===== src/design/usl_pkg.sv =====
package usl_pkg;

    // ----------------------------------------------------------------
    // register map (byte addresses)
    // ----------------------------------------------------------------
    localparam int USL_ADDR_W = 8;
    localparam logic [7:0] USL_OFS_DATA = 8'h00;
    localparam logic [7:0] USL_OFS_STATUS = 8'h04;
    localparam logic [7:0] USL_OFS_CTRL = 8'h08;
    localparam logic [7:0] USL_OFS_IRQ_STAT = 8'h0c;
    localparam logic [7:0] USL_OFS_IRQ_MASK = 8'h10;

    // ----------------------------------------------------------------
    // line status bit positions
    // ----------------------------------------------------------------
    localparam int ST_RDY = 0;
    localparam int ST_OVR = 1;
    localparam int ST_PAR = 2;
    localparam int ST_FRM = 3;
    localparam int ST_BRK = 4;
    localparam int ST_HOLD = 5;
    localparam int ST_IDLE = 6;
    localparam int ST_RXERR = 7;
    localparam int ST_W = 8;

    // ----------------------------------------------------------------
    // control register fields and reset value
    // ----------------------------------------------------------------
    localparam int CTRL_FIFO_EN = 0;
    localparam int CTRL_PAR_EN = 1;
    localparam int CTRL_PAR_SEL = 2;
    localparam int CTRL_W = 3;
    localparam logic [2:0] CTRL_RESET = 3'h0;

    // ----------------------------------------------------------------
    // interrupt status / mask fields
    // ----------------------------------------------------------------
    localparam int IRQ_TX_HOLDING_EMPTY_FLAG = 0;
    localparam int IRQ_LINE = 1;
    localparam int IRQ_RX = 2;
    localparam int IRQ_W = 3;
    localparam logic [2:0] IRQ_RESET = 3'h0;

    // ----------------------------------------------------------------
    // character timing, in oversample ticks and in bits
    // ----------------------------------------------------------------
    localparam logic [3:0] TICK_LAST = 4'hf;
    localparam logic [3:0] TICK_MID = 4'h7;
    localparam logic [2:0] DATA_LAST = 3'h7;
    localparam logic [3:0] TX_BITS_PAR = 4'hb;
    localparam logic [3:0] TX_BITS_NOPAR = 4'ha;

    // ----------------------------------------------------------------
    // bus answers
    // ----------------------------------------------------------------
    localparam logic [1:0] RESP_OKAY = 2'h0;
    localparam logic [1:0] RESP_SLVERR = 2'h2;

    typedef enum logic [2:0] {RX_IDLE, RX_START, RX_DATA, RX_PAR, RX_STOP, RX_BREAK} usl_rx_state_t;

endpackage : usl_pkg


===== src/design/usl_line_status.sv =====
// How it works
// - error bit set while any queued char bad
// - transmitter empty needs holding and shifter empty
// - fifo mode: fifo and shifter empty
// - holding empty set on move, cleared on load
// - holding empty with enable raises interrupt
// - break flag on full low frame, read clears
// - one break char per break condition
// - framing flag on low stop, read clears
// - after framing error resync on low level
// - framing report time depends on fifo enable
// - fifo mode errors follow head character
// - parity flag on mismatch, read clears
// - non-fifo overrun overwrites the receive buffer
// - fifo overrun when full, drop incoming char
// - data ready while unread characters held
// - status bits above seven read zero
// - parity odd at zero, even at one
//
// The implementer's own choices: the address map and the AXI4-Lite interface to the registers.
`timescale 1ns/1ps
`default_nettype none

module usl_line_status
    import usl_pkg::*;
#(
    parameter int RX_DEPTH = 16,
    parameter int TX_DEPTH = 16
)(
    input wire logic aclk,
    input wire logic aresetn,
    input wire logic [USL_ADDR_W-1:0] s_axi_awaddr,
    input wire logic [2:0] s_axi_awprot,
    input wire logic s_axi_awvalid,
    output logic s_axi_awready,
    input wire logic [31:0] s_axi_wdata,
    input wire logic [3:0] s_axi_wstrb,
    input wire logic s_axi_wvalid,
    output logic s_axi_wready,
    output logic [1:0] s_axi_bresp,
    output logic s_axi_bvalid,
    input wire logic s_axi_bready,
    input wire logic [USL_ADDR_W-1:0] s_axi_araddr,
    input wire logic [2:0] s_axi_arprot,
    input wire logic s_axi_arvalid,
    output logic s_axi_arready,
    output logic [31:0] s_axi_rdata,
    output logic [1:0] s_axi_rresp,
    output logic s_axi_rvalid,
    input wire logic s_axi_rready,
    input wire logic baud_tick16,
    input wire logic rx_line,
    output logic tx_line,
    output logic irq
);

    localparam int RPW = $clog2(RX_DEPTH);
    localparam int TPW = $clog2(TX_DEPTH);
    localparam logic [RPW:0] RX_CAP = (RPW+1)'(RX_DEPTH);
    localparam logic [TPW:0] TX_CAP = (TPW+1)'(TX_DEPTH);

    // ----------------------------------------------------------------
    // bus slave
    // ----------------------------------------------------------------
    logic aw_full, w_full;
    logic [USL_ADDR_W-1:0] aw_addr;
    logic [31:0] w_data;
    logic [3:0] w_strb;
    logic [CTRL_W-1:0] ctrl;
    logic [IRQ_W-1:0] irq_stat, irq_mask;
    logic [31:0] rd_mux;
    logic rd_hit;

    wire aw_fire = s_axi_awvalid && s_axi_awready;
    wire w_fire = s_axi_wvalid && s_axi_wready;
    wire ar_fire = s_axi_arvalid && s_axi_arready;
    wire do_write = aw_full && w_full && !s_axi_bvalid;
    wire [7:0] wa = {aw_addr[7:2], 2'b00};
    wire [7:0] ra = {s_axi_araddr[7:2], 2'b00};
    wire wr_data = do_write && wa == USL_OFS_DATA && w_strb[0];
    wire wr_ctrl = do_write && wa == USL_OFS_CTRL && w_strb[0];
    wire wr_istat = do_write && wa == USL_OFS_IRQ_STAT && w_strb[0];
    wire wr_imask = do_write && wa == USL_OFS_IRQ_MASK && w_strb[0];
    wire wr_hit = wa <= USL_OFS_IRQ_MASK;
    wire lsr_read = ar_fire && ra == USL_OFS_STATUS;
    wire fifo_en = ctrl[CTRL_FIFO_EN];
    wire par_en = ctrl[CTRL_PAR_EN];
    wire par_sel = ctrl[CTRL_PAR_SEL];
    // switching modes flushes both queues so stale depth never leaks across
    wire flush = wr_ctrl && w_data[CTRL_FIFO_EN] != fifo_en;

    assign s_axi_awready = !aw_full;
    assign s_axi_wready = !w_full;
    assign s_axi_arready = !s_axi_rvalid;

    always_ff @(posedge aclk)
    begin
        if (!aresetn)
        begin
            aw_full <= 1'b0;
            w_full <= 1'b0;
            aw_addr <= '0;
            w_data <= 32'h0;
            w_strb <= 4'h0;
            s_axi_bvalid <= 1'b0;
            s_axi_bresp <= RESP_OKAY;
        end
        else
        begin
            if (aw_fire)
            begin
                aw_full <= 1'b1;
                aw_addr <= s_axi_awaddr;
            end
            if (w_fire)
            begin
                w_full <= 1'b1;
                w_data <= s_axi_wdata;
                w_strb <= s_axi_wstrb;
            end
            if (do_write)
            begin
                aw_full <= 1'b0;
                w_full <= 1'b0;
                s_axi_bvalid <= 1'b1;
                s_axi_bresp <= wr_hit ? RESP_OKAY : RESP_SLVERR;
            end
            else if (s_axi_bready)
                s_axi_bvalid <= 1'b0;
        end
    end

    always_ff @(posedge aclk)
    begin
        if (!aresetn)
        begin
            s_axi_rvalid <= 1'b0;
            s_axi_rdata <= 32'h0;
            s_axi_rresp <= RESP_OKAY;
        end
        else if (ar_fire)
        begin
            s_axi_rvalid <= 1'b1;
            s_axi_rdata <= rd_mux;
            s_axi_rresp <= rd_hit ? RESP_OKAY : RESP_SLVERR;
        end
        else if (s_axi_rready)
            s_axi_rvalid <= 1'b0;
    end

    // ----------------------------------------------------------------
    // receive pin synchroniser and framer
    // ----------------------------------------------------------------
    logic rx_meta, rx_s;
    usl_rx_state_t rx_st;
    logic [3:0] rx_tick;
    logic [2:0] rx_bit;
    logic [7:0] rx_sh;
    logic rx_par;

    wire rx_at_end = baud_tick16 && rx_tick == TICK_LAST;
    wire rx_done = rx_st == RX_STOP && rx_at_end;
    wire par_bad = par_en && (rx_par != (par_sel ? ^rx_sh : ~^rx_sh));
    wire is_break = !rx_s && rx_sh == 8'h00 && (!par_en || !rx_par);
    // low stop bit: a framing error unless the whole frame was low (break)
    wire [10:0] rx_word = {is_break, !rx_s && !is_break, par_bad && !is_break, rx_sh};

    always_ff @(posedge aclk)
    begin
        if (!aresetn)
            {rx_s, rx_meta} <= 2'b11;
        else
            {rx_s, rx_meta} <= {rx_meta, rx_line};
    end

    always_ff @(posedge aclk)
    begin
        if (!aresetn)
        begin
            rx_st <= RX_IDLE;
            rx_tick <= 4'h0;
            rx_bit <= 3'h0;
            rx_sh <= 8'h00;
            rx_par <= 1'b0;
        end
        else
        begin
            if (baud_tick16)
                rx_tick <= rx_tick + 4'h1;
            case (rx_st)
                RX_IDLE:
                    if (!rx_s)
                    begin
                        rx_st <= RX_START;
                        rx_tick <= 4'h0;
                    end
                RX_START:
                    if (baud_tick16 && rx_tick == TICK_MID)
                    begin
                        rx_st <= rx_s ? RX_IDLE : RX_DATA;
                        rx_tick <= 4'h0;
                        rx_bit <= 3'h0;
                    end
                RX_DATA:
                    if (rx_at_end)
                    begin
                        rx_sh <= {rx_s, rx_sh[7:1]};
                        rx_bit <= rx_bit + 3'h1;
                        if (rx_bit == DATA_LAST)
                            rx_st <= par_en ? RX_PAR : RX_STOP;
                    end
                RX_PAR:
                    if (rx_at_end)
                    begin
                        rx_par <= rx_s;
                        rx_st <= RX_STOP;
                    end
                RX_STOP:
                    if (rx_at_end)
                    begin
                        if (rx_s)
                            rx_st <= RX_IDLE;
                        else if (is_break)
                            rx_st <= RX_BREAK;
                        else
                        begin
                            // the low stop bit is taken as the next start bit
                            rx_st <= RX_DATA;
                            rx_bit <= 3'h0;
                        end
                    end
                RX_BREAK:
                    // hold here until the line idles: one break char however long it lasts
                    if (rx_s)
                        rx_st <= RX_IDLE;
                default:
                    rx_st <= RX_IDLE;
            endcase
        end
    end

    // ----------------------------------------------------------------
    // receive queue (depth one in non-fifo mode)
    // ----------------------------------------------------------------
    logic [10:0] rx_mem [RX_DEPTH];
    logic [RPW-1:0] rx_rd, rx_wr;
    logic [RPW:0] rx_cnt;
    logic [RX_DEPTH-1:0] rx_bad;

    wire rx_empty = rx_cnt == '0;
    wire rx_full = fifo_en ? rx_cnt == RX_CAP : !rx_empty;
    wire rx_pop = ar_fire && ra == USL_OFS_DATA && !rx_empty;
    wire rx_over = rx_done && rx_full && !rx_pop;
    wire rx_push = rx_done && !rx_over;
    wire rx_overwrite = rx_over && !fifo_en;
    wire [RPW-1:0] rx_rd_nxt = rx_rd + RPW'(1);
    wire [RPW-1:0] rx_widx = rx_overwrite ? rx_rd : rx_wr;
    wire [10:0] rx_head = rx_mem[rx_rd];
    // fifo mode: errors show when a char reaches the head
    wire head_load = fifo_en && ((rx_empty && rx_push) || (rx_pop && rx_cnt == (RPW+1)'(1) && rx_push)
                     || (rx_pop && rx_cnt > (RPW+1)'(1)));
    wire [10:0] head_word = rx_pop && rx_cnt > (RPW+1)'(1) ? rx_mem[rx_rd_nxt] : rx_word;
    wire [2:0] err_set = fifo_en ? (head_load ? head_word[10:8] : 3'h0)
                                 : (rx_done ? rx_word[10:8] : 3'h0);
    wire [RPW:0] next_rx_cnt = rx_cnt + (RPW+1)'(rx_push && !rx_overwrite) - (RPW+1)'(rx_pop);

    always_ff @(posedge aclk)
    begin
        if (!aresetn || flush)
        begin
            rx_rd <= '0;
            rx_wr <= '0;
            rx_cnt <= '0;
        end
        else
        begin
            rx_cnt <= next_rx_cnt;
            if (rx_pop)
                rx_rd <= rx_rd_nxt;
            if (rx_push && !rx_overwrite)
                rx_wr <= rx_wr + RPW'(1);
        end
    end

    always_ff @(posedge aclk)
    begin
        if (rx_push || rx_overwrite)
            rx_mem[rx_widx] <= rx_word;
    end

    genvar gi;
    generate
        for (gi = 0; gi < RX_DEPTH; gi++)
        begin : g_rx_bad
            wire [RPW-1:0] offs = RPW'(gi) - rx_rd;
            assign rx_bad[gi] = {1'b0, offs} < rx_cnt && |rx_mem[gi][10:8];
        end
    endgenerate

    // ----------------------------------------------------------------
    // transmit queue and shifter
    // ----------------------------------------------------------------
    logic [7:0] tx_mem [TX_DEPTH];
    logic [TPW-1:0] tx_rd, tx_wr;
    logic [TPW:0] tx_cnt;
    logic [10:0] tx_frame;
    logic [3:0] tx_left, tx_tick;

    wire tx_empty = tx_cnt == '0;
    // a write into a full holding stage is dropped
    wire tx_push = wr_data && !(fifo_en ? tx_cnt == TX_CAP : !tx_empty);
    wire tx_load = tx_left == 4'h0 && !tx_empty;
    wire [7:0] tx_byte = tx_mem[tx_rd];
    wire tx_pbit = par_en ? (par_sel ? ^tx_byte : ~^tx_byte) : 1'b1;
    wire [TPW:0] next_tx_cnt = tx_cnt + (TPW+1)'(tx_push) - (TPW+1)'(tx_load);
    wire hold_empty = tx_empty;
    wire tx_idle = tx_empty && tx_left == 4'h0;

    always_ff @(posedge aclk)
    begin
        if (!aresetn || flush)
        begin
            tx_rd <= '0;
            tx_wr <= '0;
            tx_cnt <= '0;
        end
        else
        begin
            tx_cnt <= next_tx_cnt;
            if (tx_load)
                tx_rd <= tx_rd + TPW'(1);
            if (tx_push)
                tx_wr <= tx_wr + TPW'(1);
        end
    end

    always_ff @(posedge aclk)
    begin
        if (tx_push)
            tx_mem[tx_wr] <= w_data[7:0];
    end

    always_ff @(posedge aclk)
    begin
        if (!aresetn)
        begin
            tx_frame <= 11'h7ff;
            tx_left <= 4'h0;
            tx_tick <= 4'h0;
        end
        else if (tx_load)
        begin
            tx_frame <= {1'b1, tx_pbit, tx_byte, 1'b0};
            tx_left <= par_en ? TX_BITS_PAR : TX_BITS_NOPAR;
            tx_tick <= 4'h0;
        end
        else if (tx_left != 4'h0 && baud_tick16)
        begin
            tx_tick <= tx_tick + 4'h1;
            if (tx_tick == TICK_LAST)
            begin
                tx_frame <= {1'b1, tx_frame[10:1]};
                tx_left <= tx_left - 4'h1;
            end
        end
    end

    assign tx_line = tx_frame[0];

    // ----------------------------------------------------------------
    // line status flags, control and interrupts
    // ----------------------------------------------------------------
    logic [4:1] lsr_err;

    wire [4:1] err_new = {err_set, rx_over};
    wire [ST_W-1:0] lsr = {|rx_bad, tx_idle, hold_empty, lsr_err, !rx_empty};
    wire [IRQ_W-1:0] irq_set = {rx_push, |err_new, hold_empty};

    always_ff @(posedge aclk)
    begin
        if (!aresetn)
            lsr_err <= 4'h0;
        else
            lsr_err <= (lsr_err & ~{4{lsr_read}}) | err_new;
    end

    always_ff @(posedge aclk)
    begin
        if (!aresetn)
        begin
            ctrl <= CTRL_RESET;
            irq_mask <= IRQ_RESET;
            irq_stat <= IRQ_RESET;
        end
        else
        begin
            if (wr_ctrl)
                ctrl <= w_data[CTRL_W-1:0];
            if (wr_imask)
                irq_mask <= w_data[IRQ_W-1:0];
            // a fresh event beats a same-cycle clear
            irq_stat <= (irq_stat & ~(wr_istat ? w_data[IRQ_W-1:0] : IRQ_RESET)) | irq_set;
        end
    end

    assign irq = |(irq_stat & irq_mask);

    assign rd_hit = ra <= USL_OFS_IRQ_MASK;
    assign rd_mux = ra == USL_OFS_DATA ? {24'h0, rx_empty ? 8'h00 : rx_head[7:0]}
                  : ra == USL_OFS_STATUS ? {24'h0, lsr}
                  : ra == USL_OFS_CTRL ? {29'h0, ctrl}
                  : ra == USL_OFS_IRQ_STAT ? {29'h0, irq_stat}
                  : ra == USL_OFS_IRQ_MASK ? {29'h0, irq_mask}
                  : 32'h0;

endmodule : usl_line_status

`default_nettype wire


===== config.mk =====
export PLATFORM = sky130hd
export DESIGN_NAME = usl_line_status
export DESIGN_NICKNAME = d
export VERILOG_FILES = /design/src/design/usl_pkg.sv /design/src/design/usl_line_status.sv
export SDC_FILE = /design/constraint.sdc
export NUM_CORES = 1
export LEC_CHECK = 0
export ABC_AREA = 1
export ABC_CLOCK_PERIOD_IN_PS = 5750
export BUFFER_PORTS_ARGS = -buffer_cell sky130_fd_sc_hd__buf_2
export CORE_ASPECT_RATIO = 0.7
export CORE_UTILIZATION = 45
export DETAILED_ROUTE_END_ITERATION = 10
export PLACE_DENSITY = 0.72
export SLEW_MARGIN = 20
export SYNTH_ARGS = -nofsm -noshare
export SYNTH_HDL_FRONTEND = slang
export SYNTH_SLANG_ARGS = --single-unit

===== constraint.sdc =====
create_clock -name aclk -period 5.75 [get_ports aclk]
set_clock_uncertainty 0.2 [all_clocks]
set_input_delay 0.575 -clock aclk [delete_from_list [all_inputs] [get_ports aclk]]
set_output_delay 0.575 -clock aclk [all_outputs]
set_load 0.02 [all_outputs]

After elaboration in Yosys (flattened, before gate mapping)

Memory sizes are Yosys's and may differ from the RTL's. A register that Yosys moved wholly into a read port is not among the register bits.
Index checks and enable logic that the tools add are counted.

Flip-flop bits (word level): 135
RAM bits: 304
Output and inout bits: 43
Logic and storage cells: 296
Memories: 2

Memory list:

| memory | depth | width | rd ports | clocked after Yosys merged registers in | wr ports | RTL line               | text |
|---|---|---|---|---|---|---|---|
| rx_mem | 16    | 11    | 18       | 1                                       | 1        | usl_line_status.sv:245 | `logic [10:0] rx_mem [RX_DEPTH];` |
| tx_mem | 16    | 8     | 1        | 1                                       | 1        | usl_line_status.sv:303 | `logic [7:0] tx_mem [TX_DEPTH];` |

$add $sub $neg: 28
$lt $le $gt $ge: 19
Equality and inequality tests: 30
Mux-type cells: 60
Bitwise operators: 8
Reductions and logical operators: 119

Operator list:

| operator                                                        | count |
|---|---|
| less-than comparator 4 x 5 -> 1 bit                             | 16 |
| 2-to-1 mux 3 bit                                                | 22 |
| logical AND 1 bit                                               | 55 |
| OR reduction 3 bit                                              | 17 |
| 2-to-1 mux 4 bit                                                | 11 |
| subtractor 4 bit (first input constant)                         | 8 |
| 2-to-1 mux 10 bit                                               | 3 |
| adder 4 x 1 -> 4 bit (second input constant)                    | 6 |
| == test 6 x 2 -> 1 bit (second input constant)                  | 4 |
| zero test 8 bit                                                 | 3 |
| 2-to-1 mux 8 bit                                                | 3 |
| != test 2 bit (second input constant)                           | 9 |
| one-hot mux 3 bit (6 select lines)                              | 1 |
| less-or-equal comparator 8 x 5 -> 1 bit (second input constant) | 2 |
| zero test 1 bit                                                 | 16 |
| OR reduction 16 bit                                             | 1 |
| XNOR reduction 8 bit                                            | 2 |
| XOR reduction 8 bit                                             | 2 |
| subtractor 3 x 4 -> 4 bit (first input constant)                | 4 |
| 2-to-1 mux 1 bit                                                | 14 |
| == test 6 x 3 -> 1 bit (second input constant)                  | 2 |
| 2-to-1 mux 11 bit                                               | 1 |
| adder 5 x 1 -> 5 bit                                            | 2 |
| == test 5 bit (second input constant)                           | 2 |
| other kinds (36)                                                | 58 |

Depth between registers and ports, before layout

Gate-level depths: netlist of run 1.

Word-level depth: 16
Mapped depth: 20

Worst setup path after synthesis of run 1

OpenSTA, ideal clock, no wires.

Kind: reg2reg
From: register rx_cnt[3]
To: register rx_cnt[4]
Library setup time: 116 ps
Data arrival time: 2999 ps
Path slack: 2436 ps
Cell stages (with the launch flop): 20
Path buffers: 0
Path through: dfxtp_1 -> inv_1 -> ha_1 -> nand3_1 -> nor2_2 -> inv_1 -> nand2_1 -> nor3_2 -> nor2_4 -> inv_2 -> ha_1 -> inv_1 -> ha_1 -> inv_1 -> fa_1 -> inv_1 -> a21oi_1 -> o21bai_1 -> or2_2 -> a21oi_1

Cells in the longest elaborated chain, start to end: 10

Ends and longest elaborated chain:

| what                                                  | RTL line                                       | text |
|---|---|---|
| from (decl)                                           | usl_line_status.sv:247                         | `logic [RPW:0] rx_cnt;` |
| from (signal assigned)                                | usl_line_status.sv:277                         | `rx_cnt <= next_rx_cnt;` |
| zero test 5 bit                                       | usl_line_status.sv:250                         | `wire rx_empty = rx_cnt == '0;` |
| zero test 1 bit                                       | usl_line_status.sv:251, usl_line_status.sv:252 |  |
| 2-to-1 mux 1 bit or logical AND 1 bit (tied branches) | usl_line_status.sv:251, usl_line_status.sv:252 |  |
| logical AND 1 bit or zero test 1 bit (tied branches)  | usl_line_status.sv:253                         | `wire rx_over = rx_done && rx_full && !rx_pop;` |
| logical AND 1 bit                                     | usl_line_status.sv:253                         |  |
| zero test 1 bit or logical AND 1 bit (tied branches)  | usl_line_status.sv:254, usl_line_status.sv:255 |  |
| logical AND 1 bit or zero test 1 bit (tied branches)  | usl_line_status.sv:254, usl_line_status.sv:265 |  |
| logical AND 1 bit                                     | usl_line_status.sv:265                         | `wire [RPW:0] next_rx_cnt = rx_cnt + (RPW+1)'(rx_push && !rx_overwrite) - (RPW+1)'(rx_pop);` |
| adder 5 x 1 -> 5 bit                                  | usl_line_status.sv:265                         |  |
| subtractor 5 x 1 -> 5 bit (*)                         | usl_line_status.sv:265                         |  |

Mark *: on every way between the ends. The rest lies on a longest branch, timed or not.
A chain may end at the register's enable or synchronous reset.

Worst setup path after layout of run 1

Ends and elaborated chain as after synthesis.

==> impl_metrics.py, run 1 <==
metrics = {
    "run_status": {
        "status": "finished, final reports clean",
    },
    "grt": {
        "grt.overflow.total": 0,
        "grt_pass1_wl_um": 72600,
        "antenna_found_initial": 1,
        "grt_pass1_vias": 13200,
        "gr-usage-all-layers_pct": 21.1,
        "grt_max_degree": 71,
    },
    "setup_path": {
        "startpoint_type": "register",
        "cpMostUsedCell": "inv_1",
        "path_max_fanout": 20,
        "worstSetupEndpointType": "register",
        "cp_data_required_time_ns": 5.95,
        "cp_cell_sequence": "inv_1 -> ha_1 -> nand3_1 -> nor2_2 -> inv_1 -> nand2_1 -> nor3_2 -> nor2_4 -> inv_2 -> ha_1 -> inv_1 -> ha_1 -> inv_1 -> fa_1 -> inv_1 -> a21oi_1 -> o21bai_1 -> or2_2 -> a21oi_1",
        "critPathArrivalTime_ns": 4.17,
        "critical_path_class": "register to register",
        "slowest_delay_ns": 0.55,
        "cpMaxStageDelayCell": "inv_1",
    },
    "sta": {
        "slew_headroom_pct": 29.7,
        "slew_viol_final": 0,
        "clock.fmax_ghz": 0.252,
        "whs_ns": 0.0391,
        "worst_slack_ns": 1.78,
        "hold_violations": 0,
        "min_period_over_period_pct": 69.1,
        "finalSetupViolations": 0,
        "rsz0062_at_grt": "no",
        "min_period_ns": 3.97,
        "tightest_slew_ns": 1.05,
        "setup-tns-final_ns": 0,
    },
    "clock_tree": {
        "cts.htree.levels": 2,
        "cts-root-buf": "clkbuf_16",
        "cts-buffers-inserted": 42,
        "ctsHoldBuffers": 0,
        "clk_pin_slew_ns": 0.06,
        "clk_path_buf_depth": 3,
        "cts.sinks": 419,
        "clk_latency_ns": 0.56,
        "cts_resized": 0,
        "post_cts_buffers": 0,
        "cts_tree": "yes",
    },
    "synth": {
        "synth_compound_area_share_pct": 11.3,
        "yosys.area.top_type_share_pct": 47.0,
        "synth_xor_xnor_area_share_pct": 0.992,
        "synth_top_family_by_area": "simple AND/OR/NAND/NOR gates",
        "synthCells": 1981,
        "yosys.area_share.simple_pct": 14.8,
        "yosysTopAreaCell": "edfxtp_1",
        "ys_types": 56,
        "muxShareOfSynthArea_pct": 1.65,
        "synth_fa_ha_area_share_pct": 4.52,
        "synth_area_leaders": "edfxtp_1, dfxtp_1, nand2_1",
        "ys_async_sr_fraction_pct": 0,
        "avgSynthCellArea_um2": 9.81,
        "yosysWarnings": 0,
        "synth_ff_type": "edfxtp_1",
        "syn_area_mm2": 0.0194,
        "synth_seq_cells": 419,
        "synth-edff-count": 304,
        "ys_seq_area_share_pct": 58.8,
    },
    "run": {
        "drv_cap": 0,
    },
    "detailed_routing": {
        "wire_per_inst_um": 17.9,
        "detail_route.vias_per_cell": 5.35,
        "totalWireLength_um": 46600,
        "dr_total_vias": 13900,
        "drtIter0Drc": 1246,
        "first_pass_iters": 5,
        "antenna_left": 0,
        "route.detailed.drc": 0,
    },
    "layout": {
        "final_common_cell": "nand2_1",
        "drive_above_1_share_pct": 8.09,
        "postLayoutCellArea_mm2": 0.0214,
        "layout_common_cells": "nand2_1, edfxtp_1, inv_1",
        "syn2layout_area_growth_pct": 10.4,
        "final_nets": 2155,
    },
    "floorplan": {
        "die_w_um": 250,
        "initial_core_util_pct": 45.7,
        "rows": 63,
        "core_mm2": 0.0425,
        "die-area_mm2": 0.0440,
        "dieHeight_um": 176,
        "ioPinCount": 110,
    },
    "placed_design": {
        "place.gp.congestion": 0.943,
        "port_buffers": 46,
        "pre_cts_ws_ns": 1.64,
        "detailed_place_hpwl_um": 31800,
        "dpl_cell_area_mm2": 0.0201,
    },
    "power": {
        "clockPowerShare_pct": 36.0,
        "pwr-share-comb_pct": 18.0,
        "cellPowerDensity_mw_per_mm2": 346,
        "seqPwrFrac_pct": 46.0,
        "power.leakage_uw": 0.00839,
        "p_sw_share_pct": 29.4,
        "ir_drop_mv": 0.235,
        "p_sw_uw": 2180,
        "power.internal_uw": 5230,
    },
    "worst_hold_path": {
        "min_path_type": "input pin to register",
    },
}
==> power groups by stage <==
stage / Combinational, µW / Clock (µW) / Sequential [µW]
5_1_grt: 1500 / 2830 / 3420
4_1_cts: 1310 / 2700 / 3410
2_1_floorplan: 1010 / 0 / 3450
3_5_place_dp: 1300 / 0 / 3470
6_report: 1330 / 2670 / 3410
3_3_place_gp: 1240 / 0 / 3460
==> critical path: cells and delay by family, from the launching register on <==
kind / cells / cell delay [ns]
fa+ha+maj: 4 / 1.18
flops: 1 / 0.29
buf+inv: 6 / 1.01
compound gates: 3 / 0.25
simple gates: 6 / 0.89
==> synthesized netlist by cell type, types with 10 or more instances <==
cell	count
xor2_1	13
nand3_1	118
nand2_1	368
a21oi_1	151
nor2_1	149
edfxtp_1	304
ha_1	67
mux2i_1	32
o211ai_1	33
clkbuf_1	37
buf_2	25
inv_1	258
buf_4	29
o21bai_1	10
dfxtp_1	115
o21ai_0	166
==> path summary, 6_finish.rpt <==
check / startpoint / to / slack, ns / cells past startpoint
worst max-delay path: rx_cnt[3] / rx_cnt[4] / 1.78 / 19
worst min-delay path: s_axi_wdata[6] / w_data[6] / 0.04 / 3
worst max register to register: rx_cnt[3] / rx_cnt[4] / 1.78 / 19
worst min register to register: rx_meta / rx_s / 0.21 / 1
==> sequential cells by signal (all words and copies together) (netlist names), 5 cells and up, named ones only <==
signal       flops
tx_mem         128
s_axi_rdata      8
rx_mem         176
aw_addr          6
tx_frame        10
rx_sh            8
w_data           8
tx_cnt           5
rx_cnt           5
==> metrics by stage <==
step | std cells | power [µW] | util (%)
final | 2606 | 7410 | 50.5
after global routing | 2605 | 7750 | 50.5
after CTS | 2605 | 7420 | 50.4
after detailed placement | 2527 | 4770 | 47.3
after global placement | 2527 | 4700 | 47.2
after floorplan | 2006 | 4450 | -
==> area by class of cell <==
| class | instances | area, µm² |
|---|---|---|
| diodes | 1 | 2.50 |
| clock buffers | 62 | 1200 |
| clock inverters | 16 | 156 |
| fillers | 3705 | 21000 |
| inverters | 262 | 983 |
| multi-input cells | 1225 | 6580 |
| flip-flops and latches | 419 | 11400 |
| well taps | 552 | 691 |
| repair buffers | 69 | 403 |
==> cells by family (layout without fill, tap and decap cells) <==
group	after synthesis	in the layout
AND/OR/NAND/NOR	681	681
buffers and inverters	362	409
flip-flops	419	419
adder cells (fa/ha/maj)	69	69
other	1	27
XOR/XNOR	22	22
multiplexers	32	32
AO/OA/AOI/OAI	395	395
==> per-layer routing <==
| layer | GRT usage (%) | share of wire (%) | wire length [µm] |
|---|---|---|---|
| met2 | 31.0 | 42 | 19800 |
| met3 | 3.44 | 9.2 | 4300 |
| met4 | 6.13 | 2.5 | 1170 |
| met5 | 0 | 0 | 0 |
| met1 | 31.9 | 46 | 21400 |
Power figures use the tool's default switching activity.
==> run 2: changes to the inputs <==
ABC_AREA = 0   (was 1)
ABC_CLOCK_PERIOD_IN_PS = 4100   (was 5750)
clock period = 4.1 ns   (was 5.75 ns; I/O delays follow)
==> run 2 against run 1 <==
  * Fmax is 7.6% higher
  * Setup slack got worse by 1.4 ns
  * Sequential power grew 41%
  * Total power is 33% higher
  * Synthesized cell count decreased by 36%
  * Non-clock buffer count rose by 48
  * Sequential share of layout area grew 2.0 points
  * Combinational power decreased by 5%
  * Die area is 6.4% lower
  * Critical path type unchanged
==> impl_metrics.py, run 2 <==
metrics = {
    "power": {
        "power.internal_uw": 7470,
        "clockPowerShare_pct": 38.6,
        "cellPowerDensity_mw_per_mm2": 477,
        "p_sw_share_pct": 24.3,
        "seqPwrFrac_pct": 48.6,
        "ir_drop_mv": 0.332,
        "pwr-share-comb_pct": 12.8,
        "power.leakage_uw": 0.00745,
        "p_sw_uw": 2400,
    },
    "clock_tree": {
        "cts-root-buf": "clkbuf_16",
        "cts.htree.levels": 2,
        "cts-buffers-inserted": 39,
        "clk_pin_slew_ns": 0.06,
        "cts.sinks": 419,
        "clk_path_buf_depth": 3,
        "clk_latency_ns": 0.56,
        "cts_tree": "yes",
    },
    "synth": {
        "yosysMostFrequentCell": "edfxtp_1",
        "synth-edff-count": 304,
        "synth_seq_cells": 419,
        "yosys.area_share.simple_pct": 7.60,
        "synth_ff_type": "edfxtp_1",
        "synth_top_family_by_area": "multiplexers",
        "avgSynthCellArea_um2": 14.3,
        "yosys.area.top_type_share_pct": 50.2,
        "synth_fa_ha_area_share_pct": 4.83,
        "ys_seq_area_share_pct": 62.9,
        "muxShareOfSynthArea_pct": 13.1,
        "synthCells": 1273,
        "ys_async_sr_fraction_pct": 0,
        "yosysTopAreaCell": "edfxtp_1",
        "yosysWarnings": 0,
        "synth_xor_xnor_area_share_pct": 2.50,
        "ys_types": 55,
        "synth_compound_area_share_pct": 5.37,
        "synth_area_leaders": "edfxtp_1, dfxtp_1, mux4_2",
        "syn_area_mm2": 0.0182,
        "synthTopCellsByCount": "edfxtp_1, nor2_1, dfxtp_1",
    },
    "setup_path": {
        "startpoint_type": "register",
        "r2r_slack_ns": 0.41,
        "critical_path_class": "register to register",
        "slowest_delay_ns": 0.61,
        "path_max_fanout": 8,
        "cpMaxStageDelayCell": "or4_1",
        "cp_data_required_time_ns": 4.16,
        "critPathArrivalTime_ns": 3.75,
        "cp_cell_sequence": "ha_1 -> nand4_1 -> or3_1 -> or4_1 -> a21oi_1 -> nand2b_1 -> nor2_1 -> buf_4",
        "worstSetupEndpointType": "register",
    },
    "sta": {
        "setup-tns-final_ns": 0,
        "rsz0062_at_grt": "no",
        "clock.fmax_ghz": 0.271,
        "tightest_slew_ns": 1.04,
        "slew_viol_final": 0,
        "hold_violations": 0,
        "finalSetupViolations": 0,
        "slew_headroom_pct": 30.5,
        "min_period_over_period_pct": 90.0,
        "min_period_ns": 3.69,
        "whs_ns": 0.0428,
    },
    "floorplan": {
        "die_w_um": 242,
        "dieHeight_um": 170,
        "ioPinCount": 110,
        "core_mm2": 0.0398,
        "rows": 61,
        "initial_core_util_pct": 45.7,
        "die-area_mm2": 0.0412,
    },
    "detailed_routing": {
        "met1_length_um": 19300,
        "dr_total_vias": 11000,
        "detail_route.vias_per_cell": 5.65,
        "topRoutingLayerUsed": "met4",
        "wl_met3_um": 3860,
        "route.detailed.drc": 0,
        "wire_per_inst_um": 21.6,
        "drtIter0Drc": 1271,
        "wl_met2_um": 17900,
        "totalWireLength_um": 41800,
        "first_pass_iters": 5,
        "antenna_left": 0,
    },
    "grt": {
        "antenna_found_initial": 1,
        "grt_max_degree": 33,
        "gr-usage-all-layers_pct": 20.4,
        "grt_pass1_vias": 10700,
        "grt.overflow.total": 0,
        "grt_pass1_wl_um": 64000,
    },
    "layout": {
        "syn2layout_area_growth_pct": 13.7,
        "final_nets": 1510,
        "regMostFlops": "rx_mem",
        "largest_register_ff_count": 176,
        "reg_top3": "rx_mem (176), tx_mem (128), tx_frame (10)",
        "drive_above_1_share_pct": 17.9,
        "antenna_cells": 0,
        "postLayoutCellArea_mm2": 0.0207,
        "layout_common_cells": "edfxtp_1, nor2_1, dfxtp_1",
        "final_common_cell": "edfxtp_1",
    },
    "run": {
        "drv_cap": 0,
    },
    "placed_design": {
        "detailed_place_hpwl_um": 28700,
        "dpl_cell_area_mm2": 0.0191,
        "port_buffers": 46,
        "place.gp.congestion": 0.860,
    },
    "run_status": {
        "status": "finished, final reports clean",
    },
    "worst_hold_path": {
        "min_path_type": "input pin to register",
    },
}
run 2: cell count changes in the layout (fill, tap and decap cells not counted), sizes merged, moves of 89 or more:
cell / delta
nand3: -102
mux4: +91
inv: -206
nand2: -278
a21oi: -89
o21ai: -146
run 2: area by class of cell:
cell class              count  area, µm²
inverters                  58        218
flip-flops and latches    419      11400
well taps                 535        669
clock inverters            22        283
multi-input cells         739       6180
fillers                  3164      19100
repair buffers            117        828
clock buffers              48       1060
run 2: routing by layer:
layer  global-route usage, %  up-vias
met3                    5.24       48
li1                        -     4906
met5                       0        -
met4                    4.68        0
met1                    30.9     5524
met2                    29.3      474
run 2: kinds of logic after synthesis:
kind of cell / count (synthesis)
AO/OA/AOI/OAI: 154
other: 1
flip-flops: 419
multiplexers: 123
buffers and inverters: 140
AND/OR/NAND/NOR: 316
XOR/XNOR: 51
adder cells (fa/ha/maj): 69
run 2: critical path, delay by kind of cell (launching register included):
kind	cells	cell delay [ns]
flops	1	0.37
buf+inv	1	0.26
simple gates	5	1.92
fa+ha+maj	1	0.21
compound gates	1	0.46
run 2: power by group through the flow:
stage                     combinational [µW]  sequential, µW  clock, µW
final                                   1260            4800       3810
after global routing                    1400            4820       4010
after CTS                               1270            4800       3870
after detailed placement                1240            4890          0
after global placement                  1210            4880          0
after floorplan                         1040            4800          0
run 2: per-stage QoR:
stage / cells / util, % / total power [µW] / setup WS (ns)
after floorplan: 1298 / - / 5840 / 0.583
after global placement: 1847 / 48.1 / 6090 / 0.466
after detailed placement: 1847 / 48.1 / 6140 / 0.358
after CTS: 1938 / 52.0 / 9940 / 0.477
after global routing: 1938 / 52.0 / 10200 / 0.223
final: 1938 / 52.0 / 9870 / 0.409
run 2: repair_timing:
action,in CTS,in global routing
endpoints found under the hold margin,20,0
setup buffers,0,0
endpoints found under the setup margin,0,0
gates resized for setup,0,0
hold buffers,21,0
run 2: path summary, 6_finish.rpt:
kind | from | to | cells after the start
worst max-delay path | rx_tick[0] | rx_mem[11][3] | 8
worst min-delay path | baud_tick16 | rx_tick[0] | 3
worst max register to register | rx_tick[0] | rx_mem[11][3] | 8
worst min register to register | rx_meta | rx_s | 1
